File: config.mk
export PLATFORM = sky130hd
export DESIGN_NAME = cmhc_codec
export DESIGN_NICKNAME = d
export VERILOG_FILES = /design/src/cmhc_pkg.sv /design/src/cmhc_codec.sv
export SDC_FILE = /design/constraint.sdc
export NUM_CORES = 1
export LEC_CHECK = 0
export BUFFER_PORTS_ARGS = -buffer_cell sky130_fd_sc_hd__buf_2
export CORE_MARGIN = 2
export CORE_UTILIZATION = 23
export CTS_BUF_LIST = sky130_fd_sc_hd__clkbuf_4 sky130_fd_sc_hd__clkbuf_8 sky130_fd_sc_hd__clkbuf_16
export CTS_CLUSTER_DIAMETER = 80
export DETAILED_ROUTE_END_ITERATION = 8
export GPL_TIMING_DRIVEN = 0
export SETUP_SLACK_MARGIN = 0.05
export SYNTH_ARGS = -nofsm -noshare
export SYNTH_HDL_FRONTEND = slang
export SYNTH_SLANG_ARGS = --single-unit
File: constraint.sdc
create_clock -name REF_CLK -period 3.8 [get_ports REF_CLK]
set_input_delay 0.76 -clock REF_CLK [delete_from_list [all_inputs] [get_ports REF_CLK]]
set_output_delay 0.76 -clock REF_CLK [all_outputs]
set_load 0.01 [all_outputs]
File: src/cmhc_pkg.sv
/*
 * Constants and types for the control message header codec.
 * Assumes a byte stream of UDP payload bytes delivered by surrounding logic.
 */
package cmhc_pkg;
	localparam int          HDR_LEN         = 10;
	localparam int          CODE_LEN        = 2;
	localparam int          MIN_LEN         = HDR_LEN + CODE_LEN;
	localparam int          RESP_LEN        = MIN_LEN + CODE_LEN;
	localparam logic [15:0] DEFAULT_PORT    = 16'h2580;
	localparam logic [7:0]  RESV_VALUE      = 8'h00;
	localparam logic [7:0]  GW_COUNT_VALUE  = 8'h02;
	localparam logic [7:0]  ADDR_MAX        = 8'h7F;
	localparam logic [7:0]  NET_MIN         = 8'h01;
	localparam logic [7:0]  UNIT_CPU        = 8'h00;
	localparam logic [7:0]  UNIT_SPECIAL_LO = 8'h10;
	localparam logic [7:0]  UNIT_SPECIAL_HI = 8'h1F;
	localparam logic [7:0]  UNIT_COMM       = 8'hFE;
	localparam logic [7:0]  INFO_RESP_BIT   = 8'h40;
	localparam logic [15:0] RC_OK           = 16'h0000;
	localparam logic [15:0] RC_ROUTING      = 16'h0500;
	localparam logic [15:0] RC_FORMAT       = 16'h1000;
	localparam int          IDX_INFO  = 0;
	localparam int          IDX_RESV  = 1;
	localparam int          IDX_GWCNT = 2;
	localparam int          IDX_DNET = 3;
	localparam int          IDX_DNOD = 4;
	localparam int          IDX_DUNT = 5;
	localparam int          IDX_SNET = 6;
	localparam int          IDX_SNOD = 7;
	localparam int          IDX_SUNT = 8;
	localparam int          IDX_TAG  = 9;
	localparam int          IDX_CMDH = 10;
	localparam int          IDX_CMDL = 11;

	typedef enum logic [1:0] {CMHC_RX, CMHC_WAIT, CMHC_TX} cmhc_state_t;
endpackage

File: src/cmhc_codec.sv
/*
 * Control message header codec: captures a command's header and code,
 * checks the header addresses, then emits the response header, echoed code and result code.
 * Assumes payload bytes arrive with valid/last, and that the command text is
 * handled elsewhere; response text, if any, follows TX_LAST from elsewhere.
 */
module cmhc_codec (
	input  wire logic       REF_CLK,      // 125 MHz clock
	input  wire logic       RST_B,        // Async reset, active low
	input  wire logic [15:0] LISTEN_PORT, // UDP port to accept
	input  wire logic       TABLE_OK,     // Address table set up
	input  wire logic [15:0] RX_PORT,     // Destination port of datagram
	input  wire logic       RX_VALID,     // Payload byte valid
	input  wire logic [7:0] RX_DATA,      // Payload byte
	input  wire logic       RX_LAST,      // Last payload byte
	input  wire logic       TX_READY,     // Downstream accepts byte
	output logic            TX_VALID,     // Response byte valid
	output logic [7:0]      TX_DATA,      // Response byte
	output logic            TX_LAST,      // Last response byte
	output logic            CMD_OK,       // Pulse: command passed checks
	output logic [15:0]     CMD_CODE,     // Captured command code
	output logic            DROP          // Pulse: datagram discarded
);
	typedef struct packed {
		cmhc_pkg::cmhc_state_t st;
		logic [11:0][7:0]      hdr;
		logic [3:0]            cnt;
		logic [7:0]            tx_byte;
		logic                  tx_last;
		logic [15:0]           rcode;
		logic                  ok;
		logic                  drop;
		logic                  port_hit;
	} cmhc_reg_t;

	cmhc_reg_t r_q;
	cmhc_reg_t r_d;

	function automatic logic net_ok(input logic [7:0] v);
		net_ok = (v >= cmhc_pkg::NET_MIN) && (v <= cmhc_pkg::ADDR_MAX);
	endfunction

	function automatic logic node_ok(input logic [7:0] v);
		node_ok = (v <= cmhc_pkg::ADDR_MAX);
	endfunction

	function automatic logic unit_ok(input logic [7:0] v);
		unit_ok = (v == cmhc_pkg::UNIT_CPU) || (v == cmhc_pkg::UNIT_COMM)
			|| ((v >= cmhc_pkg::UNIT_SPECIAL_LO) && (v <= cmhc_pkg::UNIT_SPECIAL_HI));
	endfunction

	// Response byte at position i
	function automatic logic [7:0] resp_byte(input logic [11:0][7:0] h,
		input logic [15:0] rc, input logic [3:0] i);
		case (i)
			4'h0: resp_byte = h[cmhc_pkg::IDX_INFO] | cmhc_pkg::INFO_RESP_BIT;
			4'h1: resp_byte = cmhc_pkg::RESV_VALUE;
			4'h2: resp_byte = cmhc_pkg::GW_COUNT_VALUE;
			4'h3: resp_byte = h[cmhc_pkg::IDX_SNET];
			4'h4: resp_byte = h[cmhc_pkg::IDX_SNOD];
			4'h5: resp_byte = h[cmhc_pkg::IDX_SUNT];
			4'h6: resp_byte = h[cmhc_pkg::IDX_DNET];
			4'h7: resp_byte = h[cmhc_pkg::IDX_DNOD];
			4'h8: resp_byte = h[cmhc_pkg::IDX_DUNT];
			4'h9: resp_byte = h[cmhc_pkg::IDX_TAG];
			4'hA: resp_byte = h[cmhc_pkg::IDX_CMDH];
			4'hB: resp_byte = h[cmhc_pkg::IDX_CMDL];
			4'hC: resp_byte = rc[15:8];
			4'hD: resp_byte = rc[7:0];
			default: resp_byte = 8'h00;
		endcase
	endfunction

	logic hdr_good;
	assign hdr_good = net_ok(r_q.hdr[cmhc_pkg::IDX_DNET]) && node_ok(r_q.hdr[cmhc_pkg::IDX_DNOD])
		&& unit_ok(r_q.hdr[cmhc_pkg::IDX_DUNT]) && net_ok(r_q.hdr[cmhc_pkg::IDX_SNET])
		&& node_ok(r_q.hdr[cmhc_pkg::IDX_SNOD]) && unit_ok(r_q.hdr[cmhc_pkg::IDX_SUNT]);

	always_comb
	begin
		r_d = r_q;
		r_d.ok = 1'b0;
		r_d.drop = 1'b0;
		case (r_q.st)
			cmhc_pkg::CMHC_RX:
			begin
				if (RX_VALID)
				begin
					if (r_q.cnt < 4'(cmhc_pkg::MIN_LEN))
					begin
						r_d.hdr[r_q.cnt] = RX_DATA;
						r_d.cnt = r_q.cnt + 4'h1;
					end
					if (r_q.cnt == 4'h0)
						r_d.port_hit = (RX_PORT == LISTEN_PORT);
					if (RX_LAST)
					begin
						if ((r_q.cnt < 4'(cmhc_pkg::MIN_LEN - 1))
							|| !((r_q.cnt == 4'h0) ? (RX_PORT == LISTEN_PORT) : r_q.port_hit))
						begin
							r_d.drop = 1'b1;
							r_d.cnt = 4'h0;
						end
						else
						begin
							r_d.st = cmhc_pkg::CMHC_WAIT;
						end
					end
				end
			end
			cmhc_pkg::CMHC_WAIT:
			begin
				if (!TABLE_OK)
					r_d.rcode = cmhc_pkg::RC_ROUTING;
				else if (!hdr_good)
					r_d.rcode = cmhc_pkg::RC_FORMAT;
				else
					r_d.rcode = cmhc_pkg::RC_OK;
				r_d.ok = TABLE_OK && hdr_good;
				r_d.cnt = 4'h0;
				r_d.st = cmhc_pkg::CMHC_TX;
				r_d.tx_byte = resp_byte(r_q.hdr, cmhc_pkg::RC_OK, 4'h0);
				r_d.tx_last = 1'b0;
			end
			cmhc_pkg::CMHC_TX:
			begin
				if (TX_READY)
				begin
					if (r_q.tx_last)
					begin
						r_d.st = cmhc_pkg::CMHC_RX;
						r_d.cnt = 4'h0;
					end
					else
					begin
						r_d.cnt = r_q.cnt + 4'h1;
						r_d.tx_byte = resp_byte(r_q.hdr, r_q.rcode, r_q.cnt + 4'h1);
						r_d.tx_last = (r_q.cnt == 4'(cmhc_pkg::RESP_LEN - 2));
					end
				end
			end
			default:
			begin
				r_d.st = cmhc_pkg::CMHC_RX;
				r_d.cnt = 4'h0;
			end
		endcase
	end

	always_ff @(posedge REF_CLK or negedge RST_B)
	begin
		if (!RST_B)
			r_q <= '0;
		else
			r_q <= r_d;
	end

	assign TX_VALID = (r_q.st == cmhc_pkg::CMHC_TX);
	assign TX_DATA  = r_q.tx_byte;
	assign TX_LAST  = r_q.tx_last;
	assign CMD_OK   = r_q.ok;
	assign CMD_CODE = {r_q.hdr[cmhc_pkg::IDX_CMDH], r_q.hdr[cmhc_pkg::IDX_CMDL]};
	assign DROP     = r_q.drop;

	property p_short_drop;
		@(posedge REF_CLK) disable iff (!RST_B)
		(r_q.st == cmhc_pkg::CMHC_RX && RX_VALID && RX_LAST
			&& r_q.cnt < 4'(cmhc_pkg::MIN_LEN - 1))
			|=> DROP && !TX_VALID;
	endproperty
	a_short_drop: assert property (p_short_drop) else $error("short payload not dropped");

	property p_rsv;
		@(posedge REF_CLK) disable iff (!RST_B)
		(TX_VALID && r_q.cnt == 4'(cmhc_pkg::IDX_RESV)) |-> TX_DATA == cmhc_pkg::RESV_VALUE;
	endproperty
	a_rsv: assert property (p_rsv) else $error("reserved byte not zero");

	property p_gw;
		@(posedge REF_CLK) disable iff (!RST_B)
		(TX_VALID && r_q.cnt == 4'(cmhc_pkg::IDX_GWCNT)) |-> TX_DATA == cmhc_pkg::GW_COUNT_VALUE;
	endproperty
	a_gw: assert property (p_gw) else $error("gateway count not two");

	property p_swap;
		@(posedge REF_CLK) disable iff (!RST_B)
		(TX_VALID && r_q.cnt == 4'h3) |-> TX_DATA == r_q.hdr[6];
	endproperty
	a_swap: assert property (p_swap) else $error("network fields not swapped");

	property p_tag;
		@(posedge REF_CLK) disable iff (!RST_B)
		(TX_VALID && r_q.cnt == 4'h9) |-> TX_DATA == r_q.hdr[9];
	endproperty
	a_tag: assert property (p_tag) else $error("service tag not echoed");

	property p_table;
		@(posedge REF_CLK) disable iff (!RST_B)
		(r_q.st == cmhc_pkg::CMHC_WAIT && !TABLE_OK) |=> !CMD_OK && r_q.rcode == 16'h0500;
	endproperty
	a_table: assert property (p_table) else $error("no error response for bad table");

	property p_len;
		@(posedge REF_CLK) disable iff (!RST_B)
		(TX_VALID && TX_LAST) |-> r_q.cnt == 4'(cmhc_pkg::RESP_LEN - 1);
	endproperty
	a_len: assert property (p_len) else $error("response length wrong");

	property p_dnet;
		@(posedge REF_CLK) disable iff (!RST_B)
		(r_q.st == cmhc_pkg::CMHC_WAIT && TABLE_OK && r_q.hdr[3] == 8'h00) |=> !CMD_OK;
	endproperty
	a_dnet: assert property (p_dnet) else $error("network zero accepted");

	// Offered byte stands until taken
	property p_hold;
		@(posedge REF_CLK) disable iff (!RST_B)
		(TX_VALID && !TX_READY) |=> TX_VALID && $stable(TX_DATA) && $stable(TX_LAST);
	endproperty
	a_hold: assert property (p_hold) else $error("response byte not held");
endmodule

==> metrics.md <==
| Metric | Value |
|---|---|
| Outcome | `complete, no violations` |
| Crit path DAT | `slightly above 3000 ps` |
| Post-synth EDFFs | `0` |
| Fillers | `2,478` |
| Clk slew on worst S/H paths | `approximately 70 ps` |
| Combinational share of power | `17.2%` |
| Placed cell area | `6220 um^2` |
| Maximum vdd drop | `0.000231 V` |
| Die ar. | `~25,000 um^2` |
| Antenna Nets Post-Route | `0` |
| Postcts setup bufs | `0` |
| Measured slew at the worst slew-check pin | `about 680 ps` |
| Routability congestion estimate | `around 0.89` |
| Async SR Flop Fraction | `100%` |
| Number of global-route vias before repair | `4,235` |
| Synth Cell Area | `5460 um^2` |
| Yosys cell types | `68` |
| Worst-path fanout max | `10` |
| Tmin final | `2850 ps` |
| Flop pwr share | `47.7%` |
| Max-cap viol count | `0` |
| Sink Count | `99` |
| Clk_lat worst skew | `360 ps` |
| Number of core rows | `56` |
| First-pass GRT wire length | `24,800 um` |
| Final Hold Viols | `0` |
| TritonCTS buffer count | `9` |
| PortBufs | `66` |
| Maximum level of the CTS H-tree | `3` |
| Drt pass-1 iters | `5` |
| Critical path launch point type | `flip-flop` |
| RSZ-0062 raised after global routing | `no` |
| Data required, critical path | `4040 ps` |
| GRT Total Usage | `13.2%` |
| WL met2 | `~7400 um` |
| Vias per std cell | `between 4 and 5` |
| Initial antenna violation count | `0` |
| Final net count | `626` |
| Share of layout cells above drive strength 1 | `31.9%` |
| Top layer reached by signal wires | `met4` |
| NetSw | `0.811 mW` |
| Power Density | `about 440 nW/um^2` |
| Setup_tns | `0 ps` |
| Crit Path Category | `reg2reg` |
| Worst r2r path cells | `6` |
| Overflow after GRT | `0` |
| CTS root buffer | `clkbuf_16` |
| P_leak | `3.00 nW` |
| Clock Path Buffers | `2` |
| Top FF cell, synth | `dfrtp_1` |
| Max-slew violation total from the final report | `0` |
| Seq/Total Area, Yosys | `45.4%` |
| CP Capture Type | `flip-flop` |
| Crit share post-route | `75.1%` |
| Hpwl dp | `11,700 um` |
| Core area | `between 20,000 and 25,000 um^2` |
| Top cell by count, worst path | `clkbuf_1` |
| Initial Util | `23.3%` |
| Critical-path cell list | `inv_1, ha_1, clkbuf_1, clkbuf_1, nand3_1, mux2_2` |
| CTS tree | `yes` |
| Post-CTS Hold Fix Bufs | `0` |
| CTS-repair resized insts | `0` |
| Final Instance Area | `around 6500 um^2` |
| Delay of the slowest cell on the worst path | `between 500 and 600 ps` |
| Int Pwr | `2.05 mW` |
| IO Count | `between 70 and 80` |
| Worst Skew | `11.6 ps` |
| Antenna diodes | `0` |
| Switching Share | `28.4%` |
| Peak Freq | `350 MHz` |
| Yosys warning total | `0` |
| Detailed Route WL | `around 16,000 um` |
| FF-to-FF setup slack | `950 ps` |
| WL/cell | `17.6 um` |
| DR WL met3 | `884 um` |
| Largest net degree at the start of global routing | `63` |
| Clk pwr share | `35.0%` |
| Rel. slew slack | `54.9%` |
| DR iter-0 viols | `480` |
| Chip height | `158 um` |
| Flops & latches, synth | `just under 100` |
| Syn_area_per_cell | `about 11 um^2` |
| Post-Synthesis Cells | `495` |
| Hold Path Class | `in2async` |
| Wl on met1 | `7130 um` |
| Width of the die | `158 um` |
| Area delta synth->final | `19.8%` |
| Post-Syn Nets | `approximately 550` |
| CP max-delay cell | `dfrtp_1` |
| DRC | `0` |
| Final setup violation count | `0` |
| Vias | `4,261` |
| RR Startpoint | `r_q[29]` |
-- worst max-delay path by stage --
| stage | to | from | cells after the start |
|---|---|---|---|
| after floorplan | TX_DATA[7] | r_q[28] | 8 |
| after global placement | r_q[28] | RST_B | 1 |
| after detailed placement | flip-flop | r_q[29] | 6 |
| after CTS | flip-flop | r_q[29] | 6 |
| after global routing | flip-flop | r_q[29] | 6 |
| final | flip-flop | r_q[29] | 6 |
-- area by class of cell --
class / count / area [um^2] / area share (%)
plain buffers: 47 / 290 / 4.44
clock buffers: 10 / 239 / 3.65
clock inverters: 5 / 82.6 / 1.26
inverters: 11 / 41.3 / 0.631
multi-input cells: 338 / 2650 / 40.5
flip-flops and latches: 99 / 2480 / 37.9
well taps: 319 / 399 / 6.10
repair buffers: 67 / 360 / 5.51
-- cells in the final DEF (no fill, tap or decap), drive strengths merged, types with 3 or more instances in the layout --
master  count
nor2       17
o31ai       4
a32oi       4
o21ai      13
dfrtp      99
nand3      15
nor2b       4
and3        6
inv        13
mux2i       3
a21oi      13
a21boi      5
xnor2      14
a31oi       5
xor2        5
nor4        6
a32o        3
o21a        8
nand2b      8
buf       105
nor3        7
a22oi       8
mux2       81
a221oi      5
nand2      41
clkbuf     19
a22o        8
nand4       9
a222oi      4
or4         4
ha          7
-- critical path, delay by kind of cell, from the launching register on --
family        cells  cell delay [ps]
buf+inv           3             1140
flops             1              520
simple gates      1              510
mux               1              420
fa+ha+maj         1              160
-- power groups by stage --
stage | logic (mW) | clock network (mW) | registers, mW
final | 0.493 | 1.00 | 1.36
after global routing | 0.547 | 1.07 | 1.38
after CTS | 0.494 | 1.02 | 1.36
after detailed placement | 0.493 | 0 | 1.38
after global placement | 0.481 | 0 | 1.37
after floorplan | 0.342 | 0 | 1.32
-- metal layers --
layer / up-vias / GRT usage (%)
met5: - / 0
met3: 19 / 2.46
li1: 1968 / -
met1: 2131 / 17.9
met2: 143 / 20.8
met4: 0 / 4.98
-- synthesized netlist by cell type, drive strengths merged, types with 2 or more instances --
cell,instances,area [um^2]
a211oi,2,15.0
a21boi,5,41.3
a21oi,13,76.3
a221oi,5,43.8
a222oi,4,40.0
a22o,8,70.1
a22oi,8,60.1
a311oi,2,17.5
a31oi,5,31.3
a32o,3,30.0
a32oi,4,42.6
and2,2,12.5
and3,6,37.5
buf,38,257
clkbuf,9,33.8
dfrtp,99,2480
ha,7,87.6
inv,11,41.3
mux2,81,912
mux2i,3,30.0
nand2,41,154
nand2b,8,50.1
nand3,15,75.1
nand3b,2,15.0
nand4,9,56.3
nor2,17,63.8
nor2b,4,25.0
nor3,7,35.0
nor3b,2,25.0
nor4,6,37.5
o2111ai,2,17.5
o211ai,2,15.0
o21a,8,62.6
o21ai,13,65.1
o2bb2ai,2,17.5
o31ai,4,48.8
or4,4,30.0
xnor2,14,130
xor2,5,43.8
-- cells by family after synthesis --
logic type      Yosys count  synth area share, %
compound gates           99                 14.2
xor+xnor                 19                 3.19
fa+ha+maj                 7                 1.60
buf+inv                  58                 6.08
flops                    99                 45.4
mux                      84                 17.3
simple gates            129                 12.3
-- metrics by stage --
step                util, %  instances  setup slack (ps)  power (mW)  hold WS (ps)
floorplan                 -        495              1660        1.66           440
global placement       26.4        880               881        1.86           478
detailed placement     26.6        881               953        1.87           482
CTS                    27.9        896               957        2.88           384
global route           27.9        896               808        3.00           412
finish                 27.9        896               945        2.86           371
Power figures use the tool's default switching activity.
